--- src/switch_array_pkg.sv ---
// shared constants and carrier types for the serial switch array
package switch_array_pkg;
   localparam int SWITCH_COUNT = 8;
   localparam int FIFO_DEPTH = 4;
   localparam logic [SWITCH_COUNT-1:0] STAGE_RESET = 8'h00;
   localparam logic [SWITCH_COUNT-1:0] LATCH_RESET = 8'h00;
   localparam int LAST_STAGE = SWITCH_COUNT - 1;

   // one serial sample as seen by the front of the shift path
   typedef struct packed
   {
      logic serialIn;
   } serial_word_t;

   // serial control pins of the array
   typedef struct packed
   {
      logic shiftClock;
      logic loadStrobe;
   } ctrl_pins_t;
endpackage

--- src/sample_fifo.sv ---
// small valid/ready fifo holding serial samples
`timescale 1ns/1ps
module sample_fifo #(
   parameter int WIDTH = 1,
   parameter int DEPTH = 4
)
(
   // clock and reset
   input wire logic sys_clk,
   input wire logic rst_n,
   // fill side
   input wire logic inValid,
   output logic inReady,
   input wire logic [WIDTH-1:0] inData,
   // drain side
   output logic outValid,
   input wire logic outReady,
   output logic [WIDTH-1:0] outData
);
   localparam int AW = (DEPTH > 1) ? $clog2(DEPTH) : 1;
   logic [WIDTH-1:0] mem [DEPTH];
   logic [AW-1:0] wrPtr_q;
   logic [AW-1:0] rdPtr_q;
   logic [AW:0] count_q;
   logic doWrite;
   logic doRead;

   // pointer step with wrap
   function automatic logic [AW-1:0] nextPtr(input logic [AW-1:0] p);
      if (p == AW'(DEPTH - 1))
      begin
         return '0;
      end
      return p + AW'(1);
   endfunction

   // handshake terms
   assign inReady = (count_q != (AW+1)'(DEPTH));
   assign outValid = (count_q != '0);
   assign doWrite = inValid && inReady;
   assign doRead = outValid && outReady;
   assign outData = mem[rdPtr_q];

   // storage
   always_ff @(posedge sys_clk)
   begin
      if (doWrite)
      begin
         mem[wrPtr_q] <= inData;
      end
   end

   // pointers and fill count
   always_ff @(posedge sys_clk or negedge rst_n)
   begin
      if (!rst_n)
      begin
         wrPtr_q <= '0;
         rdPtr_q <= '0;
         count_q <= '0;
      end
      else
      begin
         if (doWrite)
         begin
            wrPtr_q <= nextPtr(wrPtr_q);
         end
         if (doRead)
         begin
            rdPtr_q <= nextPtr(rdPtr_q);
         end
         count_q <= count_q + (AW+1)'(doWrite) - (AW+1)'(doRead);
      end
   end
endmodule

--- src/serial_switch_array.sv ---
// serial shift register, holding latch and switch drive of the array
`timescale 1ns/1ps
module serial_switch_array
   import switch_array_pkg::*;
#(
   parameter int WIDTH = switch_array_pkg::SWITCH_COUNT
)
(
   // clock and reset
   input wire logic sys_clk,
   input wire logic rst_n,
   // serial control from the controller
   input wire switch_array_pkg::serial_word_t serialData,
   input wire logic serialValid,
   output logic serialReady,
   input wire switch_array_pkg::ctrl_pins_t ctrlPins,
   input wire logic clear_n,
   // switch drive and chain output
   output logic [WIDTH-1:0] analogSwitch,
   output logic chainOut
);
   import switch_array_pkg::*;

   // ---------------------------------------------
   // input buffering
   // ---------------------------------------------
   serial_word_t headWord;
   logic headValid;
   logic takeBit;
   logic [WIDTH-1:0] shiftStage_q;
   logic [WIDTH-1:0] latchBit_q;

   sample_fifo #(.WIDTH($bits(serial_word_t)), .DEPTH(FIFO_DEPTH)) inFifo (
      .sys_clk(sys_clk),
      .rst_n(rst_n),
      .inValid(serialValid),
      .inReady(serialReady),
      .inData(serialData),
      .outValid(headValid),
      .outReady(takeBit),
      .outData(headWord)
   );

   // a bit is consumed only while shift level is active
   assign takeBit = headValid && ctrlPins.shiftClock && clear_n;

   // ---------------------------------------------
   // shift register
   // ---------------------------------------------
   always_ff @(posedge sys_clk or negedge rst_n)
   begin
      if (!rst_n)
      begin
         shiftStage_q <= STAGE_RESET;
      end
      else if (!clear_n)
      begin
         shiftStage_q <= STAGE_RESET;
      end
      else if (takeBit)
      begin
         shiftStage_q <= {shiftStage_q[WIDTH-2:0], headWord.serialIn};
      end
   end

   // ---------------------------------------------
   // holding latch
   // ---------------------------------------------
   always_ff @(posedge sys_clk or negedge rst_n)
   begin
      if (!rst_n)
      begin
         latchBit_q <= LATCH_RESET;
      end
      else if (!clear_n)
      begin
         latchBit_q <= LATCH_RESET;
      end
      else if (ctrlPins.loadStrobe)
      begin
         latchBit_q <= shiftStage_q;
      end
   end

   // outputs straight from flops
   assign analogSwitch = latchBit_q;
   assign chainOut = shiftStage_q[WIDTH-1];

   // ---------------------------------------------
   // fill tracking for the checks
   // ---------------------------------------------
   localparam int FILL_W = $clog2(WIDTH + 1);
   localparam logic [FILL_W-1:0] FILL_COUNT = FILL_W'(WIDTH);
   // shifts taken since the last clear, stops at a full register
   logic [FILL_W-1:0] shiftCount_q;

   // counts alongside the shift register, cleared with it
   always_ff @(posedge sys_clk or negedge rst_n)
   begin
      if (!rst_n)
      begin
         shiftCount_q <= '0;
      end
      else if (!clear_n)
      begin
         shiftCount_q <= '0;
      end
      else if (takeBit && (shiftCount_q != FILL_COUNT))
      begin
         shiftCount_q <= shiftCount_q + FILL_W'(1);
      end
   end

   // ---------------------------------------------
   // assertions: shift path
   // ---------------------------------------------
   // a taken bit enters stage 1 and every stage moves up one
   a_shift_moves: assert property (@(posedge sys_clk) disable iff (!rst_n)
      takeBit |=> shiftStage_q == {$past(shiftStage_q[WIDTH-2:0]), $past(headWord.serialIn)})
      else $error("shift step wrong");

   // without a taken bit the stages keep their values
   a_shift_holds: assert property (@(posedge sys_clk) disable iff (!rst_n)
      (clear_n && !takeBit) |=> $stable(shiftStage_q))
      else $error("stages changed without shift");

   // an active shift level with nothing queued leaves the stages alone
   a_empty_no_shift: assert property (@(posedge sys_clk) disable iff (!rst_n)
      (clear_n && ctrlPins.shiftClock && !headValid) |=> $stable(shiftStage_q))
      else $error("stages moved with empty queue");

   // a low shift level never moves the stages
   a_level_only: assert property (@(posedge sys_clk) disable iff (!rst_n)
      (clear_n && !ctrlPins.shiftClock) |=> $stable(shiftStage_q))
      else $error("shift without active level");

   // ---------------------------------------------
   // assertions: holding latch and switches
   // ---------------------------------------------
   // an active load level copies the stages as they stood
   a_latch_loads: assert property (@(posedge sys_clk) disable iff (!rst_n)
      (clear_n && ctrlPins.loadStrobe) |=> latchBit_q == $past(shiftStage_q))
      else $error("latch did not load");

   // without a load the latch keeps its value
   a_latch_holds: assert property (@(posedge sys_clk) disable iff (!rst_n)
      (clear_n && !ctrlPins.loadStrobe) |=> $stable(latchBit_q))
      else $error("latch changed without load");

   // switch drive only moves after a load or a clear
   a_switch_follow: assert property (@(posedge sys_clk) disable iff (!rst_n)
      $changed(analogSwitch) |-> ($past(ctrlPins.loadStrobe) || !$past(clear_n)))
      else $error("switch drive changed without load");

   // the latched pattern keeps its count of closed switches
   a_many_closed: assert property (@(posedge sys_clk) disable iff (!rst_n)
      (clear_n && ctrlPins.loadStrobe) ##1 1'b1
         |-> $countones(analogSwitch) == $countones($past(shiftStage_q)))
      else $error("latched pattern not preserved");

   // several set stages give several closed switches, no one-hot squeeze
   a_mix_kept: assert property (@(posedge sys_clk) disable iff (!rst_n)
      (clear_n && ctrlPins.loadStrobe && ($countones(shiftStage_q) > 1)) |=> ($countones(analogSwitch) > 1))
      else $error("switch mix reduced");

   // ---------------------------------------------
   // assertions: clear, reset and chain output
   // ---------------------------------------------
   // a low clear zeroes stages and latch at the next edge
   a_clear_forces: assert property (@(posedge sys_clk) disable iff (!rst_n)
      !clear_n |=> (shiftStage_q == STAGE_RESET) && (analogSwitch == LATCH_RESET))
      else $error("clear did not zero");

   // reset keeps every switch open and the chain output low
   a_reset_opens: assert property (@(posedge sys_clk)
      !rst_n |=> (analogSwitch == LATCH_RESET) && !chainOut)
      else $error("reset did not open switches");

   // the chain output takes the old seventh stage on a shift
   a_chain_last: assert property (@(posedge sys_clk) disable iff (!rst_n)
      takeBit |=> chainOut == $past(shiftStage_q[WIDTH-2]))
      else $error("chain output not last stage");

   // the chain output holds between shifts
   a_chain_holds: assert property (@(posedge sys_clk) disable iff (!rst_n)
      (clear_n && !takeBit) |=> $stable(chainOut))
      else $error("chain output moved without shift");

   // until a full register of shifts the chain output stays low
   a_chain_zero_fill: assert property (@(posedge sys_clk) disable iff (!rst_n)
      (shiftCount_q != FILL_COUNT) |-> !chainOut)
      else $error("chain output early");

   // ---------------------------------------------
   // cover points for the main scenarios
   // ---------------------------------------------
   // every switch closed at once
   c_all_closed: cover property (@(posedge sys_clk) disable iff (!rst_n) &analogSwitch);

   // a partial mix of closed switches
   c_some_closed: cover property (@(posedge sys_clk) disable iff (!rst_n)
      $countones(analogSwitch) > 1 && !(&analogSwitch));

   // the input queue refusing a bit
   c_fifo_full: cover property (@(posedge sys_clk) disable iff (!rst_n) !serialReady);

   // a clear opening closed switches
   c_clear_after_load: cover property (@(posedge sys_clk) disable iff (!rst_n)
      (|analogSwitch) ##1 !clear_n);

   // the shift register filled since the last clear
   c_register_filled: cover property (@(posedge sys_clk) disable iff (!rst_n)
      takeBit && (shiftCount_q == FILL_COUNT - FILL_W'(1)));
endmodule

--- config.mk ---
export PLATFORM = sky130hd
export DESIGN_NAME = serial_switch_array
export DESIGN_NICKNAME = d
export VERILOG_FILES = /design/src/switch_array_pkg.sv /design/src/sample_fifo.sv /design/src/serial_switch_array.sv
export SDC_FILE = /design/constraint.sdc
export NUM_CORES = 1
export LEC_CHECK = 0
export BUFFER_PORTS_ARGS = -buffer_cell sky130_fd_sc_hd__buf_2
export CORE_AREA = 4 4 88 49
export CTS_CLUSTER_SIZE = 20
export DETAILED_ROUTE_END_ITERATION = 10
export DIE_AREA = 0 0 92 53
export GPL_ROUTABILITY_DRIVEN = 1
export GPL_TIMING_DRIVEN = 0
export PLACE_DENSITY = 0.57
export SKIP_LAST_GASP = 1
export SYNTH_ARGS = -nofsm -noshare
export SYNTH_HDL_FRONTEND = slang
export SYNTH_SLANG_ARGS = --single-unit
export TNS_END_PERCENT = 1
--- constraint.sdc ---
create_clock -name sys_clk -period 3.8 [get_ports sys_clk]
set_input_delay 0.19 -clock sys_clk [delete_from_list [all_inputs] [get_ports sys_clk]]
set_output_delay 0.19 -clock sys_clk [all_outputs]
set_load 0.02 [all_outputs]
# --- Yosys cells after proc, flatten, opt, wreduce, memory -nomap -nowiden ---
# Memories as Yosys holds them, arrays and structs flattened.
# Index checks and enable logic that the tools add are counted.
op_classes:
  add_sub_neg: 4
  n_eq_ne: 5
  muxes: 14
  n_reduce_logical: 5
op_table:
  columns: ["op", "n"]
  rows:
  - ["8-bit two-way mux", 4]
  - ["2-bit two-way mux", 4]
  - ["1-bit two-way mux", 6]
  - ["2-bit by 1-bit adder with 2-bit output, second input constant", 2]
  - ["2-bit equality test, second input constant", 2]
  - ["1-bit logical AND", 4]
  - ["3-bit by 1-bit adder with 3-bit output", 1]
  - ["3-bit != test, second input constant", 1]
  - ["3-bit nonzero test", 1]
  - ["3-bit by 1-bit subtractor with 3-bit output", 1]
  - ["2-bit by 1-bit != test with 1-bit output, second input constant", 1]
  - ["2-bit != test, second input constant", 1]
word_totals:
  ff_bits: 23
  ramBits: 4
  in_bits: 7
  out_inout_bits: 10
  elab_cells: 34
  memories: 1
mem_list:
  columns: ["memory", "words", "width", "read_ports", "rd_clocked_by_memory_dff", "write_ports", "line_no", "rtl"]
  rows:
  - ["inFifo.mem", 4, 1, 1, 0, 1, "sample_fifo.sv:21", "logic [WIDTH-1:0] mem [DEPTH];"]

# --- Longest topological paths before layout ---
# Gate-level depths: netlist (run 1).
depth:
  depth_word: 6
  ltp_mapped: 11
  ltp_nobuf: 10

# --- By module ---
# Synthesis (run 1) repeated with hierarchy kept, for this count alone.
hier_totals:
  hier_cells: 98
  hier_area_um2: 1283.7
modules_own_cells:
  columns: ["module", "n_inst", "cells_per_inst", "area_per_inst_um2", "seq_area_each_um2"]
  rows:
  - ["serial_switch_array", 1, 55, 693.2, 400.4]
  - ["sample_fifo", 1, 43, 590.6, 295.3]

# --- Least setup slack after synthesis (run 1) ---
# No wires, ideal clock.
synth_timing:
  path_kind: "reg-to-reg"
  start: "register inFifo.count_q[1]"
  end: "register inFifo.count_q[2]"
  setup_time_ns: 0.129
  arrival_time_ns: 2.100
  required_ns: 3.671
  setup_slack_ns: 1.571
  stages_incl_launch_ff: 12
  n_path_buf: 1
  synth_period_minus_slack_ns: 2.229
  cell_sequence: "dfrtp_1 > o31a_1 > buf_6 > nand2_4 > inv_1 > ha_1 > inv_1 > ha_1 > inv_1 > fa_1 > xnor2_1 > xnor2_1"
synth_between:
  elab_chain_len: 5
  word_cells_on_any_way: 8
  cone_classes: "2 x add/sub; 1 x eq/ne; 5 x reduce/logical"
synth_rtl:
  columns: ["element", "line_no", "rtl"]
  rows:
  - ["from (decl)", "sample_fifo.sv:24", "logic [AW:0] count_q;"]
  - ["from (signal assigned)", "sample_fifo.sv:72", "count_q <= count_q + (AW+1)'(doWrite) - (AW+1)'(doRead);"]
  - ["3-bit nonzero test (*)", "sample_fifo.sv:39", "assign outValid = (count_q != '0);"]
  - ["1-bit logical AND (2 in a row)", "serial_switch_array.sv:45", "assign takeBit = headValid && ctrlPins.shiftClock && clear_n;"]
  - ["1-bit logical AND (*)", "sample_fifo.sv:41", "assign doRead = outValid && outReady;"]
  - ["named net inFifo.doRead", "sample_fifo.sv:26", "logic doRead;"]
  - ["3-bit by 1-bit subtractor with 3-bit output (*)", "sample_fifo.sv:72", null]
# Mark *: on every way through the listed nets, which the timed path passes. The rest lies on a longest branch.
# A chain may end at the register's enable or synchronous reset.

# --- Final worst setup path (run 1) ---
# Same ends and word-level chain as after synthesis.

==> summary.md, run 1 <==
| Metric | Value |
|---|---|
| Drc violations | `0` |
| CTS tree | `built` |
| Gr usage total | `0.0991` |
| Full die area | `about 5000 µm²` |
| Max-slew violation count | `0` |
| Synthesized area per cell | `12.3 µm²` |
| First-pass GRT wire length | `3.65 mm` |
| Most frequent cells in the layout | `dfrtp_1 (23), nand2_1 (16), buf_2 (16)` |
| Reg-to-Reg End | `inFifo.count_q[2]$_DFF_PN0_` |
| Clock buffer depth | `2` |
| YS warnings | `0` |
| Post_cts resized | `0` |
| Synth unique cells | `23` |
| Largest net degree at the start of global routing | `24` |
| Hpwl dp | `roughly 1.6 mm` |
| Gate count of the mapped netlist | `104` |
| RSZ-0062 raised after global routing | `false` |
| Clock-pin slew on the worst setup and hold paths | `0.09 ns` |
| Initial drt markers | `27` |
| Setup crit end kind | `flop` |
| Compound-gate portion of the synthesized area | `0.0731` |
| Vias | `762` |
| Initial DRT Pass Iterations | `3` |
| Worst Hold Class | `in -> reg` |
| Post-Synth XOR/XNOR Area | `0.0136` |
| Post-synth EDFFs | `4` |
| Sequential share of power | `0.505` |
| Met1 usage in global routing | `0.142` |
| Clock Latency Late Sink | `0.27 ns` |
| Area Growth Syn to Fin | `15.5%` |
| Setup-failing EPs final | `0` |
| Synth Area in Adders | `0.0838` |
| Worst hold slack | `0.132 ns` |
| Reg2reg start | `inFifo.count_q[1]$_DFF_PN0_` |
| Max Fclk | `around 0.42 GHz` |
| Total CTS buffers | `3` |
| Grt met3 use | `0.0270` |
| Antenna Nets Post-Route | `0` |
| Initial antenna violation count | `0` |
| Comb pwr share | `0.299` |
| Post-synthesis instance area | `1280 µm²` |
| Relative slew slack | `0.647` |
| Design area | `about 1500 µm²` |
| Post-synth top flop | `dfrtp_1` |
| Pre-CTS setup slack | `1.42 ns` |
| Max Cap Viol | `0` |
| Post-Synth Simple-Gate Area | `0.131` |
| Drt wl/cell | `12.0 µm` |
| Min-Delay Startpoint | `serialData` |
| Worst r2r path cells | `11` |
| Post-CTS Setup Repair Bufs | `0` |
| Met2 Use GR | `0.143` |
| Final Util | `0.407` |
| Worst Setup Slack, final | `1.42 ns` |
| GRT overflow | `0` |
| Ys async rst share | `0.852` |
| Site Rows | `16` |
| Fraction of layout cells with a size suffix above 1 | `0.234` |
| CP delay by family, top | `adder cells` |
| Most common cell after layout, fill and taps aside | `dfrtp_1` |
| Routed wire length | `2.13 mm` |
| Vias in the first global route | `748` |
| CTS sink cnt | `27` |
| VDD IR max | `roughly 150 µV` |
| Cell area after placement | `~1400 µm²` |
| Power Dens Cells | `between 500 and 600 nW/µm²` |
| Worst-Margin Slew | `between 0.5 and 0.6 ns` |
| Clock share of power | `0.196` |
| Data required, critical path | `3.96 ns` |
| Syn_nets | `119` |
| Register area share after synthesis | `0.542` |
| Worst setup path startpoint | `inFifo.count_q[1]$_DFF_PN0_` |
| Slowest stage delay, CP | `0.49 ns` |
| Status | `finished, final reports clean` |
| Reg-to-reg slack, setup | `1.42 ns` |
| Largest family of logic cells by synthesized area | `simple AND/OR/NAND/NOR gates` |
| Final nets | `140` |
| Yosys reg bits | `27` |
| CTS Root Buffer Type | `clkbuf_8` |
| Core footprint | `3640 µm²` |
| CP startpoint kind | `flop` |
| CTS HTree Levels | `1` |
| Slowest CP cell | `dfrtp_1` |
| Psw | `0.271 mW` |
| I/O Pins | `17` |
| Multiplexer share of the synthesized area | `0.121` |
| Top cell by count, worst path | `inv_1` |
| Switch share | `0.328` |
| Worst endpoint data arrival time | `2.54 ns` |
| GP Congestion | `~0.72` |
| Critical path cell sequence | `o31a_1 > buf_6 > nand2_4 > inv_1 > ha_1 > inv_1 > ha_1 > inv_1 > fa_1 > xnor2_1 > xnor2_1` |
| Setup TNS | `0 ns` |
| Setup CP Type | `reg -> reg` |
| Layout Skew | `around 0.0071 ns` |
| Via density | `4.28` |
| Die width | `92 µm` |
| Pint | `between 0.5 and 0.6 mW` |
| Final hold violations | `0` |
| Antenna diode count | `0` |
| CP Buf/Inv Count | `4` |
| WHS Endpoint | `inFifo.mem[1]$_DFFE_PP_` |
| Most Crowded Layer GR | `met2` |
| Hold depth | `1` |
| Crit share post-route | `0.625` |
| CP Max Fanout | `9` |
| Die H | `roughly 53 µm` |
| I/O Buffers | `15` |
| Pleak | `0.706 nW` |
| Min cycle time layout | `2.38 ns` |
| Initial cell density of the core | `0.352` |
-- cells by family (layout without fill, tap and decap cells) --
kind of cell / after synthesis / after routing
and+or+nand+nor: 34 / 34
DFF: 27 / 27
muxes: 13 / 13
AOI/OAI and AO/OA: 10 / 10
buffers and inverters: 10 / 30
adders and majority gates: 8 / 8
xor gates and xnor gates: 2 / 2
-- layer usage --
| metal | vias to the layer above | wire length [µm] |
|---|---|---|
| li1 | 381 | - |
| met1 | 370 | 1100 |
| met2 | 9 | 947 |
| met3 | 2 | 60 |
| met4 | 0 | 18 |
| met5 | - | 0 |
-- Yosys cell counts, types with 2 or more instances --
master	n	area [µm²]
edfxtp_1	4	120
nand2_1	16	60.1
nand3_1	2	10.0
ha_1	7	87.6
nor2b_1	8	50.1
mux2i_1	8	80.1
a21boi_0	7	52.6
inv_1	7	26.3
and2_1	4	25.0
dfrtp_1	23	576
nor2_1	3	11.3
mux2_2	2	22.5
xnor2_1	2	17.5
mux2_4	2	30.0
-- per-stage QoR --
stage	instances	power, mW
finish	178	0.828
global route	178	0.897
CTS	178	0.848
detailed placement	173	0.680
global placement	173	0.657
floorplan	104	0.608
-- final cells by class --
| class | instances | area, µm² |
|---|---|---|
| buffer | 3 | 20.0 |
| clock inverter | 1 | 5.00 |
| inverter | 7 | 26.3 |
| clock buffer | 3 | 41.3 |
| sequential | 27 | 696 |
| fill | 367 | 2160 |
| tap | 54 | 67.6 |
| timing repair buffer | 16 | 85.1 |
| multi-input combinational | 67 | 542 |
-- power by group through the flow --
stage,sequential [mW],combinational (mW),clock (mW)
after CTS,0.419,0.255,0.174
after global placement,0.419,0.238,0
after detailed placement,0.424,0.256,0
after floorplan,0.412,0.196,0
after global routing,0.430,0.285,0.182
final,0.418,0.247,0.162
-- registers in the layout, summed over array words and instances, names as in the netlist --
register / count
inFifo.count_q: 3
inFifo.wrPtr_q: 2
inFifo.mem: 4
inFifo.rdPtr_q: 2
shiftStage_q: 8
analogSwitch: 8
-- worst register-to-register path, delay by kind of cell (launching register included) --
family	cells	cell delay [ns]
fa+ha+maj	3	0.78
xor+xnor	2	0.27
buf+inv	4	0.31
simple gates	1	0.09
flops	1	0.49
compound gates	1	0.33
-- worst max-delay path by stage --
stage,end,slack [ns],cells after the start
2_1_floorplan,inFifo.count_q[2]$_DFF_PN0_,1.57,11
3_3_place_gp,inFifo.count_q[2]$_DFF_PN0_,1.45,11
3_5_place_dp,inFifo.count_q[2]$_DFF_PN0_,1.42,11
4_1_cts,inFifo.count_q[2]$_DFF_PN0_,1.40,11
5_1_grt,inFifo.count_q[2]$_DFF_PN0_,1.32,11
6_report,inFifo.count_q[2]$_DFF_PN0_,1.42,11
-- repair_timing --
item	4_1_cts	5_1_grt
hold buffers	1	0
hold endpoints to repair	23	0
endpoints found under the setup margin	0	0
Note: power is estimated with default switching activity, not from simulation.
==> inputs of run 2 (changes only) <==
--- a/config.mk
+++ b/config.mk
@@ -5,11 +5,12 @@
 export SDC_FILE = /design/constraint.sdc
 export NUM_CORES = 1
 export LEC_CHECK = 0
+export ABC_AREA = 1
 export BUFFER_PORTS_ARGS = -buffer_cell sky130_fd_sc_hd__buf_2
-export CORE_AREA = 4 4 88 49
+export CORE_AREA = 4 4 89 49
 export CTS_CLUSTER_SIZE = 20
 export DETAILED_ROUTE_END_ITERATION = 10
-export DIE_AREA = 0 0 92 53
+export DIE_AREA = 0 0 93 53
 export GPL_ROUTABILITY_DRIVEN = 1
 export GPL_TIMING_DRIVEN = 0
 export PLACE_DENSITY = 0.57
==> constraint.sdc (replaced) <==
create_clock -name sys_clk -period 2.3 [get_ports sys_clk]
set_input_delay 0.115 -clock sys_clk [delete_from_list [all_inputs] [get_ports sys_clk]]
set_output_delay 0.115 -clock sys_clk [all_outputs]
set_load 0.02 [all_outputs]
==> run 2 against run 1 <==
Net effect:
- setup slack got worse by 1.1 ns
- global-route usage increased by 0.39 points
- final area increased by 2.4%
- flip-flop and latch count unchanged
- largest power group unchanged
- highest routed layer unchanged
==> summary.md, run 2 <==
| Metric | Value |
|---|---|
| Slowest stage delay, CP | `0.44 ns (was 0.49 ns)` |
| CTS HTree Levels | `1 (unchanged)` |
| Setup crit end kind | `flop (unchanged)` |
| Via density | `4.45 (was 4.28)` |
| Top post-synthesis cells by count | `nand2_1 (26), dfrtp_1 (23), inv_1 (22) (was dfrtp_1 (23), nand2_1 (16), mux2i_1 (8), nor2b_1 (8))` |
| Antenna Nets Post-Route | `0 (unchanged)` |
| First-pass GRT wire length | `3.92 mm (was 3.65 mm)` |
| Met2 Use GR | `0.151 (was 0.143)` |
| CTS tree | `built (unchanged)` |
| Final hold violations | `0 (unchanged)` |
| Crit share post-route | `0.871 (was 0.625)` |
| Vias in the first global route | `855 (was 748)` |
| Slowest CP cell | `dfrtp_1 (unchanged)` |
| Status | `finished, final reports clean (unchanged)` |
| Initial drt markers | `41 (was 27)` |
| Worst hold slack | `0.0457 ns (was 0.132 ns)` |
| CTS sink cnt | `27 (unchanged)` |
| Area Growth Syn to Fin | `15.5% (about the same)` |
| Post-synth top area share | `0.438 (was 0.448)` |
| Clock buffer depth | `2 (unchanged)` |
| Fraction of layout cells with a size suffix above 1 | `0.253 (was 0.234)` |
| Hpwl dp | `1.74 mm (was 1.59 mm)` |
| Fillers | `376 (was 367)` |
| Syn_nets | `148 (was 119)` |
| Layout Skew | `0.00950 ns (was 0.00708 ns)` |
| VDD IR max | `267 µV (was 155 µV)` |
| Initial DRT Pass Iterations | `4 (was 3)` |
| Site Rows | `16 (unchanged)` |
| Setup-failing EPs final | `0 (unchanged)` |
| Post-synth top flop | `dfrtp_1 (unchanged)` |
| Most common cell in the netlist | `nand2_1 (was dfrtp_1)` |
| Post_cts resized | `0 (unchanged)` |
| Die width | `93 µm (was 92 µm)` |
| Most common cell after layout, fill and taps aside | `nand2_1 (was dfrtp_1)` |
| Antenna diode count | `0 (unchanged)` |
| GP Congestion | `0.727 (was 0.718)` |
| Yosys reg bits | `27 (unchanged)` |
| YS warnings | `0 (unchanged)` |
| CP Max Fanout | `4 (was 9)` |
| GRT overflow | `0 (unchanged)` |
| Clock-pin slew on the worst setup and hold paths | `0.10 ns (was 0.09 ns)` |
| Max-slew violation count | `0 (unchanged)` |
| Setup CP Type | `reg -> reg (unchanged)` |
| I/O Pins | `17 (unchanged)` |
| Pleak | `0.788 nW (was 0.706 nW)` |
| Ranking of synthesized cells by area | `dfrtp_1 (44%), edfxtp_1 (9.1%), nand2_1 (7.4%), ha_1 (6.7%), inv_1 (6.3%) (was dfrtp_1 (45%), edfxtp_1 (9.4%), ha_1 (6.8%), mux2i_1 (6.2%), nand2_1 (4.7%))` |
| I/O Buffers | `16 (was 15)` |
| Relative slew slack | `0.649 (was 0.647)` |
| Worst Setup Slack, final | `0.296 ns (was 1.42 ns)` |
| Yosys top cell by area | `dfrtp_1 (unchanged)` |
| Initial cell density of the core | `0.357 (was 0.352)` |
| Final nets | `170 (was 140)` |
| Min cycle time layout | `2.00 ns (was 2.38 ns)` |
| Drt wl/cell | `10.9 µm (was 12.0 µm)` |
| Synthesized area per cell | `9.89 µm² (was 12.3 µm²)` |
| Area of the multi-input gates | `493 µm² (was 542 µm²)` |
| Gate count of the mapped netlist | `133 (was 104)` |
| CP startpoint kind | `flop (unchanged)` |
| Gr usage total | `0.103 (was 0.0991)` |
| Register area share after synthesis | `0.529 (was 0.542)` |
| FF/Latch Area | `696 µm² (unchanged)` |
| Initial antenna violation count | `0 (unchanged)` |
| Top cell by count, worst path | `inv_1 (unchanged)` |
| Synth unique cells | `20 (was 23)` |
| RSZ-0062 raised after global routing | `false (unchanged)` |
| Data required, critical path | `2.47 ns (was 3.96 ns)` |
| Full die area | `4930 µm² (was 4880 µm²)` |
| Max Fclk | `0.499 GHz (was 0.421 GHz)` |
| CP Buf/Inv Count | `3 (was 4)` |
| Pre-CTS setup slack | `0.304 ns (was 1.42 ns)` |
| Grt met3 use | `0.0270 (unchanged)` |
| Power Dens Cells | `904 nW/µm² (was 558 nW/µm²)` |
| Clock Latency Late Sink | `0.28 ns (was 0.27 ns)` |
| Routed wire length | `2.26 mm (was 2.13 mm)` |
| Vias | `925 (was 762)` |
| Ys async rst share | `0.852 (unchanged)` |
| Total CTS buffers | `3 (unchanged)` |
| Most frequent cells in the layout | `nand2_1 (26), dfrtp_1 (23), inv_1 (22) (was dfrtp_1 (23), nand2_1 (16), buf_2 (16))` |
| Worst Hold Class | `in -> reg (unchanged)` |
| Max Cap Viol | `0 (unchanged)` |
| Die H | `53 µm (unchanged)` |
| CP delay by family, top | `adder cells (unchanged)` |
| Core footprint | `3680 µm² (was 3640 µm²)` |
| Worst-Margin Slew | `0.527 ns (was 0.529 ns)` |
| Met1 usage in global routing | `0.143 (was 0.142)` |
| Most Crowded Layer GR | `met2 (unchanged)` |
| Worst endpoint data arrival time | `2.17 ns (was 2.54 ns)` |
| Post-synthesis instance area | `1320 µm² (was 1280 µm²)` |
| Critical path cell sequence | `nor2_2 > nand2_2 > nand3_2 > inv_1 > ha_1 > inv_1 > ha_1 > inv_1 > fa_1 > xnor2_1 (was o31a_1 > buf_6 > nand2_4 > inv_1 > ha_1 > inv_1 > ha_1 > inv_1 > fa_1 > xnor2_1 > xnor2_1)` |
| CTS Root Buffer Type | `clkbuf_8 (unchanged)` |
| Largest net degree at the start of global routing | `24 (unchanged)` |
| Drc violations | `0 (unchanged)` |
| Setup TNS | `0 ns (unchanged)` |
| Post-synth EDFFs | `4 (unchanged)` |
## run 2: cell types whose count changed after synthesis, sizes merged, moves of 2 or more
cell,before,now
nor2,3,7
mux2,4,0
nand2,17,29
buf,2,4
nand3,2,16
mux2i,8,0
and2,4,0
inv,7,22
a21boi,8,0
nor2b,8,0
o21ai,0,17
## run 2: kinds of logic after synthesis
logic type / Yosys count / synth area share
xor gates and xnor gates: 2 / 0.0133
AOI/OAI and AO/OA: 17 / 0.0847
and+or+nand+nor: 53 / 0.195
adders and majority gates: 8 / 0.0818
DFF: 27 / 0.529
buffers and inverters: 26 / 0.0961
## run 2: final cells by class
class                           instances  share of cell area
Clock buffer                            3              0.0272
Clock inverter                          1             0.00329
Timing Repair Buffer                   17              0.0593
Tap cell                               54              0.0445
Multi-Input combinational cell         80               0.325
Inverter                               22              0.0544
Buffer                                  4              0.0288
Sequential cell                        27               0.458
## run 2: report_power, final
part           switching [mW]  leakage (nW)  internal (mW)  total (mW)
logic                   0.258         0.420          0.187       0.445
registers              0.0755         0.343          0.578       0.654
clock network           0.153        0.0255          0.122       0.275
## run 2: repair_timing
action                                 in CTS  in global routing
endpoints found under the hold margin      23                  0
hold buffers                                1                  0
setup buffers                               0                  0
## run 2: per-stage QoR
| step | total power, mW | instances | cell area, µm² | util |
|---|---|---|---|---|
| 3_3_place_gp | 1.10 | 203 | 1460 | 0.397 |
| 6_report | 1.37 | 208 | 1520 | 0.412 |
| 4_1_cts | 1.39 | 208 | 1520 | 0.412 |
| 2_1_floorplan | 1.01 | 133 | 1320 | - |
| 3_5_place_dp | 1.11 | 203 | 1460 | 0.397 |
| 5_1_grt | 1.49 | 208 | 1520 | 0.412 |
## run 2: metal layers
layer / wire length (µm) / share of wire / vias up
li1: - / - / 460
met1: 1160 / 0.51 / 447
met2: 1010 / 0.45 / 15
met3: 70 / 0.031 / 3
met4: 17 / 0.0075 / 0
met5: 0 / 0 / -
## run 2: final timing paths
kind	from	end	slack, ns	cells past startpoint
setup / recovery	inFifo.count_q[1]$_DFF_PN0_	inFifo.count_q[2]$_DFF_PN0_	0.30	10
hold / removal	serialData	inFifo.mem[1]$_DFFE_PP_	0.05	1
setup reg to reg	inFifo.count_q[1]$_DFF_PN0_	inFifo.count_q[2]$_DFF_PN0_	0.30	10
hold reg to reg	shiftStage_q[6]$_DFFE_PN0P_	shiftStage_q[7]$_DFFE_PN0P_	0.49	2
max in group asynchronous	rst_n	inFifo.wrPtr_q[0]$_DFFE_PN0P_	1.60	2
min in group asynchronous	rst_n	shiftStage_q[1]$_DFFE_PN0P_	0.33	2
